--- src/sfw_pkg.sv ---
// sfw_pkg: constants, command codes and carrier types of the serial flash write control.
// assumes a 10 MHz system clock; all timing counts are derived from it here.
package sfw_pkg;

    // ----------------------------------------------------------------
    // clock and operation timing
    // ----------------------------------------------------------------
    localparam int CLK_HZ = 10_000_000;
    localparam int CYC_PER_US = CLK_HZ / 1_000_000;
    localparam int SMALL_ERASE_TIME_US = 150_000;
    localparam int SECTOR_ERASE_TIME_US = 250_000;
    localparam int CHIP_ERASE_TIME_US = 6_000_000;
    localparam int PROGRAM_TIME_US = 1_000;
    localparam int STATUS_WRITE_TIME_US = 10_000;
    localparam int SMALL_ERASE_CYC = SMALL_ERASE_TIME_US * CYC_PER_US;
    localparam int SECTOR_ERASE_CYC = SECTOR_ERASE_TIME_US * CYC_PER_US;
    localparam int CHIP_ERASE_CYC = CHIP_ERASE_TIME_US * CYC_PER_US;
    localparam int PROGRAM_CYC = PROGRAM_TIME_US * CYC_PER_US;
    localparam int STATUS_WRITE_CYC = STATUS_WRITE_TIME_US * CYC_PER_US;

    // ----------------------------------------------------------------
    // command codes
    // ----------------------------------------------------------------
    localparam logic [7:0] CMD_WR_ENABLE = 8'h06;
    localparam logic [7:0] CMD_WR_DISABLE = 8'h04;
    localparam logic [7:0] CMD_POWER_DOWN = 8'hb9;
    localparam logic [7:0] CMD_PD_EXIT = 8'hab;
    localparam logic [7:0] CMD_SMALL_ERASE_A = 8'h20;
    localparam logic [7:0] CMD_SMALL_ERASE_B = 8'hd7;
    localparam logic [7:0] CMD_SECTOR_ERASE = 8'hd8;
    localparam logic [7:0] CMD_CHIP_ERASE_A = 8'h60;
    localparam logic [7:0] CMD_CHIP_ERASE_B = 8'hc7;
    localparam logic [7:0] CMD_PROGRAM = 8'h02;
    localparam logic [7:0] CMD_STATUS_READ = 8'h05;
    localparam logic [7:0] CMD_STATUS_WRITE = 8'h01;
    localparam logic [7:0] CMD_NONE = 8'h00;

    // ----------------------------------------------------------------
    // status word layout and reset values
    // ----------------------------------------------------------------
    localparam int ST_BUSY = 0;
    localparam int ST_WEN = 1;
    localparam int ST_LVL_LO = 2;
    localparam int ST_LVL_HI = 4;
    localparam int ST_BOTTOM = 5;
    localparam int ST_LOCK = 7;
    localparam logic [2:0] LVL_RESET = 3'h0;
    localparam logic BOTTOM_RESET = 1'b0;
    localparam logic LOCK_RESET = 1'b0;
    localparam logic RSV_BIT = 1'b0;
    localparam logic [2:0] LVL_NONE = 3'h0;
    localparam logic [2:0] LVL_ALL = 3'h5;

    // ----------------------------------------------------------------
    // frame and address geometry
    // ----------------------------------------------------------------
    localparam logic [2:0] BIT_LAST = 3'h7;
    localparam logic [2:0] IX_CMD = 3'h0;
    localparam logic [2:0] IX_ONE_BYTE = 3'h1;
    localparam logic [2:0] IX_TWO_BYTES = 3'h2;
    localparam logic [2:0] IX_DATA = 3'h4;
    localparam logic [8:0] PAGE_BYTES = 9'h100;
    localparam logic [19:0] ARRAY_LO = 20'h00000;
    localparam logic [19:0] ARRAY_HI = 20'hfffff;
    localparam logic [20:0] ARRAY_SIZE = 21'h100000;
    localparam logic [20:0] PROT_UNIT = 21'h010000;
    localparam logic [19:0] MASK_PAGE = 20'h000ff;
    localparam logic [19:0] MASK_SMALL = 20'h00fff;
    localparam logic [19:0] MASK_SECTOR = 20'h0ffff;

    // ----------------------------------------------------------------
    // carrier types
    // ----------------------------------------------------------------
    typedef enum logic [2:0] {
        OP_NONE, OP_SMALL_ERASE, OP_SECTOR_ERASE, OP_CHIP_ERASE, OP_PROGRAM, OP_STATUS_WRITE
    } sfw_op_kind_t;

    typedef struct packed {
        sfw_op_kind_t kind;
        logic [19:0] addr;
        logic [8:0] len;
    } sfw_op_t;

    typedef struct packed {
        logic en;
        logic [19:0] lo;
        logic [19:0] hi;
    } sfw_range_t;

endpackage

--- src/sfw_page_buf.sv ---
// sfw_page_buf: 256 x 8 page load buffer with registered read data.
// assumes one clock; write and read ports are independent.
`timescale 1ns/10ps
module sfw_page_buf import sfw_pkg::*; (
    input wire logic clk, // system clock
    input wire logic rst, // async reset, active high
    input wire logic wr_en, // write strobe
    input wire logic [7:0] wr_addr, // write index
    input wire logic [7:0] wr_data, // write byte
    input wire logic [7:0] rd_addr, // read index
    output logic [7:0] rd_data // read byte, one cycle after rd_addr
);

    logic [7:0] mem_reg [PAGE_BYTES];

    always_ff @(posedge clk) begin
        if (wr_en) begin
            mem_reg[wr_addr] <= wr_data;
        end
    end

    always_ff @(posedge clk or posedge rst) begin
        if (rst) begin
            rd_data <= 8'h00;
        end else begin
            rd_data <= mem_reg[rd_addr];
        end
    end

endmodule // sfw_page_buf

--- src/sfw_write_ctrl.sv ---
// sfw_write_ctrl: serial bus command decoder, status word and write sequencer.
// assumes CS_N, SCK, SI and WP_N arrive asynchronously; SCK is much slower than CLK.
`timescale 1ns/10ps

module sfw_write_ctrl import sfw_pkg::*; #(
    parameter int SMALL_ERASE_CYCLES = SMALL_ERASE_CYC, // small sector erase duration
    parameter int SECTOR_ERASE_CYCLES = SECTOR_ERASE_CYC, // sector erase duration
    parameter int CHIP_ERASE_CYCLES = CHIP_ERASE_CYC, // chip erase duration
    parameter int PROGRAM_CYCLES = PROGRAM_CYC, // page program duration
    parameter int STATUS_WRITE_CYCLES = STATUS_WRITE_CYC // status write duration
) (
    input wire logic CLK, // system clock
    input wire logic RST, // async reset, active high
    input wire logic CS_N, // chip select pin, active low
    input wire logic SCK, // serial clock pin
    input wire logic SI, // serial data in pin
    input wire logic WP_N, // write protect pin, active low
    output logic SO, // serial data out
    output logic SO_OE, // serial data out enable
    output logic [7:0] STATUS_WORD, // live status word
    output logic POWER_DOWN, // power-down state
    output logic OP_START, // one-cycle pulse: array operation begins
    output sfw_op_t OP_REQ, // operation kind, address, length
    input wire logic [7:0] BUF_RADDR, // page buffer read index
    output logic [7:0] BUF_RDATA // page buffer read data
);

    // ----------------------------------------------------------------
    // pin synchronisers
    // ----------------------------------------------------------------
    logic cs_n_s1, cs_n_s2, cs_n_d;
    logic sck_s1, sck_s2, sck_d;
    logic si_s1, si_s2;
    logic wp_n_s1, wp_n_s2;

    always_ff @(posedge CLK or posedge RST) begin
        if (RST) begin
            cs_n_s1 <= 1'b1;
            cs_n_s2 <= 1'b1;
            cs_n_d <= 1'b1;
            sck_s1 <= 1'b0;
            sck_s2 <= 1'b0;
            sck_d <= 1'b0;
            si_s1 <= 1'b0;
            si_s2 <= 1'b0;
            wp_n_s1 <= 1'b1;
            wp_n_s2 <= 1'b1;
        end else begin
            cs_n_s1 <= CS_N;
            cs_n_s2 <= cs_n_s1;
            cs_n_d <= cs_n_s2;
            sck_s1 <= SCK;
            sck_s2 <= sck_s1;
            sck_d <= sck_s2;
            si_s1 <= SI;
            si_s2 <= si_s1;
            wp_n_s1 <= WP_N;
            wp_n_s2 <= wp_n_s1;
        end
    end

    logic cs_active, cs_rise, sck_rise, sck_fall;
    assign cs_active = ~cs_n_s2;
    assign cs_rise = cs_n_s2 & ~cs_n_d;
    assign sck_rise = sck_s2 & ~sck_d;
    assign sck_fall = ~sck_s2 & sck_d;

    // ----------------------------------------------------------------
    // state registers and helpers
    // ----------------------------------------------------------------
    logic busy_reg, wen_reg, pd_reg, lock_reg, bottom_reg;
    logic [2:0] lvl_reg;
    logic [31:0] timer_reg;
    sfw_op_t op_reg;
    logic [7:0] sw_pend_reg;
    logic [7:0] status_word;

    // bit 6 is reserved and always reads zero
    assign status_word = {lock_reg, RSV_BIT, bottom_reg, lvl_reg, wen_reg, busy_reg};

    function automatic sfw_range_t prot_range(input logic [2:0] lvl, input logic bottom);
        logic [20:0] span;
        span = PROT_UNIT << (lvl - 3'h1);
        prot_range = '0;
        if (lvl == LVL_NONE) begin
            prot_range.en = 1'b0;
        end else if (lvl >= LVL_ALL) begin
            prot_range = '{en: 1'b1, lo: ARRAY_LO, hi: ARRAY_HI};
        end else if (bottom) begin
            prot_range = '{en: 1'b1, lo: ARRAY_LO, hi: span[19:0] - 20'h1};
        end else begin
            prot_range = '{en: 1'b1, lo: 20'(ARRAY_SIZE - span), hi: ARRAY_HI};
        end
    endfunction

    // true when any byte of the aligned block holding base is protected
    function automatic logic prot_hit(input sfw_range_t r, input logic [19:0] base, input logic [19:0] mask);
        logic [19:0] blk_lo, blk_hi;
        blk_lo = base & ~mask;
        blk_hi = base | mask;
        prot_hit = r.en && (blk_lo <= r.hi) && (blk_hi >= r.lo);
    endfunction

    function automatic logic [31:0] op_cycles(input sfw_op_kind_t kind);
        unique case (kind)
            OP_SMALL_ERASE: op_cycles = 32'(SMALL_ERASE_CYCLES);
            OP_SECTOR_ERASE: op_cycles = 32'(SECTOR_ERASE_CYCLES);
            OP_CHIP_ERASE: op_cycles = 32'(CHIP_ERASE_CYCLES);
            OP_PROGRAM: op_cycles = 32'(PROGRAM_CYCLES);
            OP_STATUS_WRITE: op_cycles = 32'(STATUS_WRITE_CYCLES);
            default: op_cycles = 32'h1;
        endcase
    endfunction

    // ----------------------------------------------------------------
    // serial frame capture
    // ----------------------------------------------------------------
    logic [2:0] bit_ix_reg, byte_ix_reg;
    logic [6:0] shift_reg;
    logic [7:0] cmd_reg, sw_data_reg, wr_ix_reg;
    logic [23:0] addr_reg;
    logic [8:0] data_cnt_reg;
    logic [7:0] byte_in;
    logic byte_done;

    assign byte_in = {shift_reg, si_s2};
    assign byte_done = cs_active & sck_rise & (bit_ix_reg == BIT_LAST);

    always_ff @(posedge CLK or posedge RST) begin
        if (RST) begin
            bit_ix_reg <= 3'h0;
            byte_ix_reg <= 3'h0;
            shift_reg <= 7'h00;
            cmd_reg <= CMD_NONE;
            addr_reg <= 24'h000000;
            sw_data_reg <= 8'h00;
            wr_ix_reg <= 8'h00;
            data_cnt_reg <= 9'h000;
        end else if (!cs_active) begin
            bit_ix_reg <= 3'h0;
            byte_ix_reg <= 3'h0;
            cmd_reg <= CMD_NONE;
            data_cnt_reg <= 9'h000;
        end else if (sck_rise) begin
            shift_reg <= byte_in[6:0];
            bit_ix_reg <= bit_ix_reg + 3'h1;
            if (bit_ix_reg == BIT_LAST) begin
                if (byte_ix_reg != IX_DATA) begin
                    byte_ix_reg <= byte_ix_reg + 3'h1;
                end
                if (byte_ix_reg == IX_CMD) begin
                    cmd_reg <= byte_in;
                end else if (byte_ix_reg < IX_DATA) begin
                    addr_reg <= {addr_reg[15:0], byte_in};
                end
                if (byte_ix_reg == IX_ONE_BYTE) begin
                    sw_data_reg <= byte_in;
                end
                if (byte_ix_reg == IX_DATA) begin
                    // index wraps in the page so the newest 256 bytes survive
                    wr_ix_reg <= wr_ix_reg + 8'h01;
                    if (data_cnt_reg != PAGE_BYTES) begin
                        data_cnt_reg <= data_cnt_reg + 9'h001;
                    end
                end else begin
                    wr_ix_reg <= byte_in;
                end
            end
        end
    end

    // busy keeps the buffer stable for the array back end
    logic buf_we;
    assign buf_we = byte_done & (byte_ix_reg == IX_DATA) & (cmd_reg == CMD_PROGRAM) & ~busy_reg & ~pd_reg;

    sfw_page_buf u_page_buf (
        .clk(CLK),
        .rst(RST),
        .wr_en(buf_we),
        .wr_addr(wr_ix_reg),
        .wr_data(byte_in),
        .rd_addr(BUF_RADDR),
        .rd_data(BUF_RDATA)
    );

    // ----------------------------------------------------------------
    // command decision at chip select rise
    // ----------------------------------------------------------------
    logic accept, one_byte, addr_only, sw_locked;
    sfw_range_t prot;
    sfw_op_t next_op;
    logic set_wen, clr_wen, enter_pd;

    // commands other than status read are refused while busy; all but the exit command are refused while powered down
    assign accept = cs_rise & ~busy_reg & ~pd_reg & (bit_ix_reg == 3'h0);
    assign one_byte = byte_ix_reg == IX_ONE_BYTE;
    assign addr_only = (byte_ix_reg == IX_DATA) & (data_cnt_reg == 9'h000);
    assign sw_locked = lock_reg & ~wp_n_s2;
    assign prot = prot_range(lvl_reg, bottom_reg);

    always_comb begin
        next_op = '{kind: OP_NONE, addr: addr_reg[19:0], len: data_cnt_reg};
        set_wen = 1'b0;
        clr_wen = 1'b0;
        enter_pd = 1'b0;
        if (accept) begin
            unique case (cmd_reg)
                CMD_WR_ENABLE: set_wen = one_byte;
                CMD_WR_DISABLE: clr_wen = one_byte;
                CMD_POWER_DOWN: enter_pd = one_byte;
                CMD_SMALL_ERASE_A, CMD_SMALL_ERASE_B: begin
                    if (addr_only && wen_reg && !prot_hit(prot, addr_reg[19:0], MASK_SMALL)) begin
                        next_op.kind = OP_SMALL_ERASE;
                    end
                end
                CMD_SECTOR_ERASE: begin
                    if (addr_only && wen_reg && !prot_hit(prot, addr_reg[19:0], MASK_SECTOR)) begin
                        next_op.kind = OP_SECTOR_ERASE;
                    end
                end
                CMD_CHIP_ERASE_A, CMD_CHIP_ERASE_B: begin
                    if (one_byte && wen_reg && lvl_reg == LVL_NONE) begin
                        next_op.kind = OP_CHIP_ERASE;
                        next_op.addr = ARRAY_LO;
                    end
                end
                CMD_PROGRAM: begin
                    // no whole data byte means no program at all
                    if (byte_ix_reg == IX_DATA && data_cnt_reg != 9'h000 && wen_reg
                        && !prot_hit(prot, addr_reg[19:0], MASK_PAGE)) begin
                        next_op.kind = OP_PROGRAM;
                    end
                end
                CMD_STATUS_WRITE: begin
                    // a second data byte makes the frame invalid
                    if (byte_ix_reg == IX_TWO_BYTES && wen_reg && !sw_locked) begin
                        next_op.kind = OP_STATUS_WRITE;
                    end
                end
                default: next_op.kind = OP_NONE;
            endcase
        end
    end

    // ----------------------------------------------------------------
    // write sequencer
    // ----------------------------------------------------------------
    logic op_done;
    assign op_done = busy_reg & (timer_reg == 32'h0);

    always_ff @(posedge CLK or posedge RST) begin
        if (RST) begin
            busy_reg <= 1'b0;
            timer_reg <= 32'h0;
            op_reg <= '{kind: OP_NONE, addr: ARRAY_LO, len: 9'h000};
            sw_pend_reg <= 8'h00;
            OP_START <= 1'b0;
        end else begin
            OP_START <= 1'b0;
            if (next_op.kind != OP_NONE) begin
                // starts only at chip select rise, ends on the timer
                busy_reg <= 1'b1;
                timer_reg <= op_cycles(next_op.kind) - 32'h1;
                op_reg <= next_op;
                sw_pend_reg <= sw_data_reg;
                OP_START <= 1'b1;
            end else if (op_done) begin
                busy_reg <= 1'b0;
            end else if (busy_reg) begin
                timer_reg <= timer_reg - 32'h1;
            end
        end
    end

    always_ff @(posedge CLK or posedge RST) begin
        if (RST) begin
            wen_reg <= 1'b0;
        end else if (op_done) begin
            // only a completed operation or write disable clears the latch, so refused writes keep it
            wen_reg <= 1'b0;
        end else if (set_wen) begin
            wen_reg <= 1'b1;
        end else if (clr_wen) begin
            wen_reg <= 1'b0;
        end
    end

    // new protection takes effect when the status write completes
    always_ff @(posedge CLK or posedge RST) begin
        if (RST) begin
            lvl_reg <= LVL_RESET;
            bottom_reg <= BOTTOM_RESET;
            lock_reg <= LOCK_RESET;
        end else if (op_done && op_reg.kind == OP_STATUS_WRITE) begin
            lvl_reg <= sw_pend_reg[ST_LVL_HI:ST_LVL_LO];
            bottom_reg <= sw_pend_reg[ST_BOTTOM];
            lock_reg <= sw_pend_reg[ST_LOCK];
        end
    end

    always_ff @(posedge CLK or posedge RST) begin
        if (RST) begin
            pd_reg <= 1'b0;
        end else if (pd_reg && byte_done && byte_ix_reg == IX_CMD && byte_in == CMD_PD_EXIT) begin
            pd_reg <= 1'b0;
        end else if (enter_pd) begin
            pd_reg <= 1'b1;
        end
    end

    // ----------------------------------------------------------------
    // status read output
    // ----------------------------------------------------------------
    logic [2:0] stat_ix_reg;
    logic stat_mode;
    assign stat_mode = cs_active & (cmd_reg == CMD_STATUS_READ) & (byte_ix_reg != IX_CMD) & ~pd_reg;

    always_ff @(posedge CLK or posedge RST) begin
        if (RST) begin
            stat_ix_reg <= BIT_LAST;
            SO <= 1'b0;
            SO_OE <= 1'b0;
        end else if (!cs_active) begin
            stat_ix_reg <= BIT_LAST;
            SO <= 1'b0;
            SO_OE <= 1'b0;
        end else if (stat_mode && sck_fall) begin
            // index wraps from bit 0 back to bit 7 while clocks continue
            SO <= status_word[stat_ix_reg];
            SO_OE <= 1'b1;
            stat_ix_reg <= stat_ix_reg - 3'h1;
        end
    end

    assign STATUS_WORD = status_word;
    assign POWER_DOWN = pd_reg;
    assign OP_REQ = op_reg;

endmodule // sfw_write_ctrl

--- config.mk ---
export PLATFORM = sky130hd
export DESIGN_NAME = sfw_write_ctrl
export DESIGN_NICKNAME = d
export VERILOG_FILES = /design/src/sfw_pkg.sv /design/src/sfw_page_buf.sv /design/src/sfw_write_ctrl.sv
export SDC_FILE = /design/constraint.sdc
export NUM_CORES = 2
export LEC_CHECK = 0
export BUFFER_PORTS_ARGS = -buffer_cell sky130_fd_sc_hd__buf_2
export CAP_MARGIN = 0
export CORE_ASPECT_RATIO = 1.75
export CORE_MARGIN = 4
export CORE_UTILIZATION = 63
export CTS_CLUSTER_DIAMETER = 200
export DETAILED_ROUTE_END_ITERATION = 8
export PLACE_DENSITY = 0.8
export SETUP_SLACK_MARGIN = 0.4
export SYNTH_ARGS = -nofsm -noshare
export SYNTH_HDL_FRONTEND = slang
export SYNTH_SLANG_ARGS = --single-unit
export TNS_END_PERCENT = 100
--- constraint.sdc ---
create_clock -name CLK -period 7.7 [get_ports CLK]
set_input_delay 0 -clock CLK [delete_from_list [all_inputs] [get_ports CLK]]
set_output_delay 0 -clock CLK [all_outputs]
set_load 0.01 [all_outputs]
* After elaboration in Yosys (flattened, before gate mapping)
Memory sizes are Yosys's and may differ from the RTL's. A register that Yosys moved wholly into a read port is not among the register bits. Cells that the tools add are included. W data, S select, Z words.
Storage, ports and cells: bits in read-only memories 0, input port bits 14, register bits after elaboration 162, latch bits 0, memories kept 1, memory bits (writable) 2048, output and inout port bits 52, logic and storage cells 216
Memories:
- u_page_buf.mem_reg | depth 256, width 8, rd ports 1, clocked after memory_dff 1, write ports 1, line sfw_page_buf.sv:14 | logic [7:0] mem_reg [PAGE_BYTES];
Operators by class: bitwise gates (word level) 26, add/subtract/negate cells 10, shift operators 1, multipliers 0, mux-type cells 57, reduce and logical (&&, ||, !) cells 54, divide/modulo/power cells 0, magnitude comparators 9, equal/unequal tests 25
Operators by type and width (count):
- $pmux W26 S5 | 1
- $mux W32 | 4
- $mux W40 | 2
- $sub A32 B1 Y32 const B | 2
- $ge A20 B20 Y1 | 3
- $le A20 B20 Y1 | 3
- $mux W9 | 5
- $mux W41 | 1
- $eq A8 B8 Y1 const B | 5
- $mux W8 | 5
- $logic_not A32 Y1 | 1
- $mux W3 | 10
- $eq A8 B3 Y1 const B | 3
- $mux W1 | 23
- $mux W23 | 1
- $mux W22 | 1
- $logic_and A1 B1 Y1 | 21
- $mux W20 | 1
- $reduce_bool A2 Y1 | 10
- $shl A17 B3 Y20 const A | 1
- $sub A1 B20 Y20 const A | 1
- $sub A20 B1 Y20 const B | 1
- $and A1 B1 Y1 | 18
- $eq A3 B3 Y1 const B | 5
- 30 further kinds | 54

* Depth between registers and ports, before layout
depth in word-level cells 19, gate-level depth with buffers 27, depth with buffers taken out 23

* Cells and area by module
From an unflattened synthesis, not the netlist that was laid out.
Second synthesis, totals: cells, all modules 4668, area total of the unflattened synthesis 88454.8 um2
By module, submodules not included:
- sfw_page_buf | instances 1, cells each 3762, area an instance 79882.9 um2, seq. area each 61699.2 um2
- sfw_write_ctrl | instances 1, cells each 906, area an instance 8572.0 um2, seq. area each 3913.8 um2

* Least setup slack after synthesis
No wires, ideal clock.
path type register to register, start register lvl_reg[1], end register timer_reg[28], path slack 2.033 ns, stages on the path, launching flop included 26, arrival time 5.589 ns, setup time 0.078 ns, required time 7.622 ns, clock period less this slack 5.667 ns, path buffers 3, path through dfrtp_1 -> nor2_1 -> ha_1 -> or3_1 -> ha_1 -> nand3_1 -> o21ai_0 -> nand2_1 -> o21ai_0 -> ha_1 -> nand4_1 -> nor3_1 -> nand2_1 -> a2111oi_4 -> o41ai_4 -> clkbuf_1 -> clkbuf_1 -> nand2_1 -> ha_1 -> o2111ai_1 -> a211oi_4 -> nand3_2 -> or3_1 -> buf_2 -> or4_1 -> a21oi_1
Between the ends: longest elaborated chain between the ends 19, elaborated cells between the ends (all ways) 48, those cells by class add/sub (4); order compare (7); eq/ne (6); shift (1); mux (13); reduce/logical (17)
RTL lines:
- start: declaration | line sfw_write_ctrl.sv:72 | logic [2:0] lvl_reg;
- start signal: assignment | line sfw_write_ctrl.sv:295 | lvl_reg <= sw_pend_reg[ST_LVL_HI:ST_LVL_LO];
- $sub A3 B1 Y3 | line sfw_write_ctrl.sv:83 | span = PROT_UNIT << (lvl - 3'h1);
- $shl A17 B3 Y20 | line sfw_write_ctrl.sv:83
- $sub A20 B1 Y20 | line sfw_write_ctrl.sv:90 | prot_range = '{en: 1'b1, lo: ARRAY_LO, hi: span[19:0] - 20'h1};
- $mux W40 | line sfw_write_ctrl.sv:89 | end else if (bottom) begin
- $mux W41 | line sfw_write_ctrl.sv:87 | end else if (lvl >= LVL_ALL) begin
- $mux W40 | line sfw_write_ctrl.sv:85 | if (lvl == LVL_NONE) begin
- $le A20 B20 Y1 | line sfw_write_ctrl.sv:101 | prot_hit = r.en && (blk_lo <= r.hi) && (blk_hi >= r.lo);
- $logic_and A1 B1 Y1 (2 in series) | line sfw_write_ctrl.sv:101
- (+2 left out)
- $mux W1, or another cell as far along | line sfw_write_ctrl.sv:212 | if (addr_only && wen_reg && !prot_hit(prot, addr_reg[19:0], MASK_SMALL)) begin
- $pmux W3 S5 * | line sfw_write_ctrl.sv:207 | unique case (cmd_reg)
- $mux W23 * | line sfw_write_ctrl.sv:206 | if (accept) begin
- $eq A3 B3 Y1, or another cell as far along | line sfw_write_ctrl.sv:105 | unique case (kind)
- $pmux W26 S5 | line sfw_write_ctrl.sv:105
- $mux W32 | line sfw_write_ctrl.sv:260 | if (next_op.kind != OP_NONE) begin
- $sub A32 B1 Y32 | line sfw_write_ctrl.sv:263 | timer_reg <= op_cycles(next_op.kind) - 32'h1;
- $mux W32 | line sfw_write_ctrl.sv:260
- end signal: assignment | line sfw_write_ctrl.sv:263
- end signal: assignment | line sfw_write_ctrl.sv:270 | timer_reg <= timer_reg - 32'h1;
- end: declaration | line sfw_write_ctrl.sv:73 | logic [31:0] timer_reg;
Every way passes the cells marked *; elsewhere a longest branch is shown, timed or not. The select of a mux whose other input is x is not followed. A chain may end at the register's enable or synchronous reset.

* Worst setup path in the final report
start register lvl_reg[0], end register timer_reg[28]
The elaborated chain is that of the path after synthesis.

==> results.md <==
- The flow ran to the end, and the final reports show no timing, DRC or antenna violations.
- The total CTS buffers is around 180.
- The predominant post-synthesis flop cell is sky130_fd_sc_hd__edfxtp_1.
- The critical path buffer and inverter count is 0.
- Yosys attributes the largest share of cell area to sky130_fd_sc_hd__edfxtp_1, sky130_fd_sc_hd__mux4_2, sky130_fd_sc_hd__dfrtp_1.
- The largest voltage drop on the vdd net is roughly 0.00022 V.
- Once the floorplan was initialized, standard cells occupied 63.37% of the core.
- The proportion of layout cells with a drive suffix above 1 is 26.09%.
- The first-pass detailed-route iteration total is 6.
- Of the total power, the clock network draws a little under two fifths.
- Among all stages on the critical path, the largest delay is contributed by sky130_fd_sc_hd__o41a_2.
- The library cell used most frequently in the layout, excluding fill and tap cells, is sky130_fd_sc_hd__edfxtp_1.
- The number of violations reported at the end of detailed-routing iteration 0 is 6486.
- After filler insertion, the fill cell instance count of the layout stands at approximately 7300.
- Entering global routing, the biggest net connects 200 pins.
- TritonCTS built the clock tree.
- The area inside the core boundary is between 100000 and 150000 sq um.
- The area added between synthesis and finish is 9.870%.
- Row generation in the floorplan step produced between 150 and 200 rows.
- The number of nets at the end of the flow is about 4200.
- Setup repair after global routing left no endpoint under its margin.
- In this run, distinct cell masters in the synthesized netlist total 71.
- From bottom edge to top edge, the die measures roughly 500 um.
- The post-CTS clock slew at the launch and capture registers of the worst setup and hold paths is approximately 0.07 ns.
- The combinational share of power is 7.1%.
- Buffers placed on the I/O ports in this run total 64.
- The share of flip-flops with an asynchronous set or reset is between 7 and 8%.
- The final routed wirelength across all metal layers is 224300 um.
- The number of setup buffers added after CTS is 0.
- The internal power consumption is between 0.02 and 0.025 W.
- The fraction of power spent switching nets is approximately a quarter.
- From left edge to right edge, the die measures between 200 and 300 um.
- The average cell area after synthesis is approximately 21 sq um.
- The completed layout was analyzed and its total power is approximately 0.026 W.
- Traced cell by cell, the critical path runs through nor2_1 > ha_1 > or3_1 > ha_1 > o21ai_0 > a21oi_1 > o21ai_0 > ha_1 > nand2_1 > o211ai_1 > a211oi_1 > a2111oi_4 > o41a_2 > nor4b_4 > nand3_2 > or3_1 > or4_1 > a21oi_1.
- The total power density per cell area is 274.7 nW/um^2.
- The biggest fanout along the worst timing path is 43.
- The antenna violation net count after detailed routing is 0.
- Summing the sequential cell areas from Yosys gives about three quarters of the chip area.
- The post-route cell area is 95810 sq um.
- At the end of the flow the core is filled with cells to about 70%.
- The tool flagged a number of max-cap violations equal to 0.
- The endpoint class of the critical path is a flip-flop.
- For the worst setup path, the data required time is approximately 8.4 ns.
- The top cell type's share of synthesized area is a little over two thirds.
- In this run the deepest clock path goes through 3 buffers.
- Counting flops with a built-in enable in the synthesized netlist gives roughly 2000.
- The net switching power is 0.006307 W.
- The cell accounting for the most synthesized area is sky130_fd_sc_hd__edfxtp_1.
- Global routing finished with a remaining overflow of 0.
- The placed wire-length estimate is 120300 um.
- After detailed routing, the number of vias per cell comes to around 7.2.
- The slew at the pin closest to its max-slew limit is between 1 and 1.5 ns.
- The multi-input gate area in the final layout is between 20000 and 25000 sq um.
- The routability congestion estimate is 0.8759.
- The instance area after placement is roughly 90000 sq um.
- Counting stages on the worst path, the most repeated cell is sky130_fd_sc_hd__ha_1.
- The startpoint type of the worst setup path is a flip-flop.
- Summing all flip-flop and latch instances after layout gives between 60000 and 70000 sq um.
- The global-route total usage across every layer is a little under a third.
- For this run, design rule violations remaining after detail routing come to 0.
- During synthesis, Yosys emitted a total of 0 warnings.
- The net count after synthesis is 4153.
- In this run, flip-flops and latches consume 55.9% of the power.
- The critical path data arrival time is 6.87 ns.
- The combined area of all synthesized cells is 87200 sq um.
- CTS placed an instance of sky130_fd_sc_hd__clkbuf_16 at the clock tree root.
- The initial antenna violation count is 12.
- The global-route wire length before repair is 330300 um.
- Setup violations remaining at the end of the flow were counted as 0.
- The synthesized design contains ~2200 register bits.
- 66 I/O pins were placed.
- The share of the clock period used by the worst path after layout is 79.55%.
- Derived from the worst setup path, the maximum achievable clock frequency is ~160 MHz.
- The relative max-transition margin is a little over an eighth.
- The setup skew after layout is about 0.050 ns.
- The number of global-route vias before repair is roughly 46000.
- The total number of clock tree sinks is 2212.
- The overall die area is 144700 sq um.
- The count of H-tree levels built during CTS is 4.
- The final max-slew violation count was 0.
- The register with the most flip-flops in the layout has just over 2000 of them.
- The detailed-route wire length per cell is 36.33 um.
- For the worst-skew pair, the clock arrives at the later sink with an insertion delay of slightly above 0.8 ns.
- Summed over all failing endpoints, the final setup total negative slack is 0 ns.
- The final count of hold timing violations is 0.
- Detailed routing inserted a total of approximately 44000 vias.
- The worst path needs around 6 ns of the cycle, external delays included.
- In the layout the commonest cells are sky130_fd_sc_hd__edfxtp_1, sky130_fd_sc_hd__mux4_2, sky130_fd_sc_hd__nor2_1.
- In this design, the largest share of critical-path delay is due to compound AO/OA/AOI/OAI gates.
- The category of the most critical setup path is reg -> reg.
- The leakage component of the power is between 30 and 40 nW.
- On the worst path, the slowest cell contributes a delay of 0.81 ns.
- The post-synthesis cell count is between 4000 and 5000.
- The worst hold path belongs to the class in -> reg.
==> power groups by stage <==
stage,clock network [W],logic [W],registers [W]
4_1_cts,0.00976,0.00187,0.0147
3_5_place_dp,0,0.00180,0.0149
5_1_grt,0.0103,0.00199,0.0147
6_report,0.00973,0.00188,0.0147
3_3_place_gp,0,0.00170,0.0149
2_1_floorplan,0,0.000611,0.0154
==> worst reg2reg max path: stages (launching register included) <==
cell and delay, ns:
sky130_fd_sc_hd__dfrtp_1 0.53, sky130_fd_sc_hd__nor2_1 0.29, sky130_fd_sc_hd__ha_1 0.36, sky130_fd_sc_hd__or3_1 0.34, sky130_fd_sc_hd__ha_1 0.24, sky130_fd_sc_hd__o21ai_0 0.17, sky130_fd_sc_hd__a21oi_1 0.09, sky130_fd_sc_hd__o21ai_0 0.19
sky130_fd_sc_hd__ha_1 0.27, sky130_fd_sc_hd__nand2_1 0.06, sky130_fd_sc_hd__o211ai_1 0.14, sky130_fd_sc_hd__a211oi_1 0.54, sky130_fd_sc_hd__a2111oi_4 0.25, sky130_fd_sc_hd__o41a_2 0.81, sky130_fd_sc_hd__nor4b_4 0.41, sky130_fd_sc_hd__nand3_2 0.18
sky130_fd_sc_hd__or3_1 0.50, sky130_fd_sc_hd__or4_1 0.50, sky130_fd_sc_hd__a21oi_1 0.15
==> through the flow <==
step                      cells  setup WS, ns  hold WS [ns]
final                      6172         1.574        0.2380
after global routing       6167         1.152        0.2233
after CTS                  6166         1.570        0.1668
after detailed placement   5817         1.566        0.1061
after global placement     5817         1.654        0.1058
after floorplan            4105         2.033      0.004478
==> cell usage after synthesis (all sizes together), types with 5 or more instances <==
| master | n |
|---|---|
| edfxtp | 2048 |
| mux4 | 681 |
| xnor2 | 10 |
| a211oi | 6 |
| dfrtp | 156 |
| o31ai | 8 |
| a31oi | 5 |
| nor3 | 22 |
| and2 | 9 |
| o21ai | 49 |
| a22o | 9 |
| o21a | 7 |
| and3 | 6 |
| nand2b | 6 |
| o22ai | 9 |
| mux2 | 35 |
| or3 | 12 |
| ha | 34 |
| mux2i | 5 |
| nor4 | 13 |
| nor2 | 314 |
| nor2b | 12 |
| nand4 | 10 |
| nand3 | 49 |
| clkbuf | 163 |
| a21oi | 63 |
| inv | 24 |
| buf | 65 |
| or4 | 12 |
| nand2 | 190 |
| dfstp | 8 |
| xor2 | 10 |
| o211ai | 8 |
==> cells by family (layout without fill, tap and decap cells) <==
logic type	Yosys count	after routing	share of synthesized area [%]
XOR/XNOR	20	20	0.2009
AO/OA/AOI/OAI	184	184	1.363
AND/OR/NAND/NOR	681	681	3.488
flip-flops	2212	2212	75.24
adder cells (fa/ha/maj)	34	34	0.4878
multiplexers	721	721	18.10
buffers and inverters	252	493	1.116
other	1	7	0.004300
==> final cells by class <==
cell class	instances	area share (%)
clock buffers	218	4.887
multi-input cells	1641	21.52
flip-flops and latches	2212	68.51
diodes	6	0.01567
inverters	24	0.09925
well taps	1820	2.377
clock inverters	118	1.524
repair buffers	133	1.064
==> path summary, 6_finish.rpt <==
kind                                              from                              end  slack [ns]  depth (start not counted)
worst max-delay path            lvl_reg[0]$_DFFE_PP0P_        timer_reg[28]$_DFFE_PP0P_        1.57                         18
worst min-delay path                      BUF_RADDR[7]  u_page_buf.rd_data[3]$_DFF_PP0_        0.24                          3
worst max register to register  lvl_reg[0]$_DFFE_PP0P_        timer_reg[28]$_DFFE_PP0P_        1.57                         18
worst min register to register         si_s1$_DFF_PP0_                  si_s2$_DFF_PP0_        0.34                          0
max in group asynchronous                          RST                  si_s2$_DFF_PP0_        5.71                          5
min in group asynchronous                          RST           OP_REQ[24]$_DFFE_PP0N_        0.54                          4
==> repair_timing <==
action | 4_1_cts | 5_1_grt
hold endpoints to repair | 112 | 0
hold buffers | 13 | 0
resized for setup | 0 | 0
endpoints found under the setup margin | 0 | 0
==> layer usage <==
layer	routed length (um)	GRT usage, %	vias to the layer above
met3	19080	5.239	649
li1	-	-	17130
met2	117300	53.59	3178
met5	72	0	-
met1	73610	40.72	23350
met4	14190	16.30	10
Power figures use the tool's default switching activity.
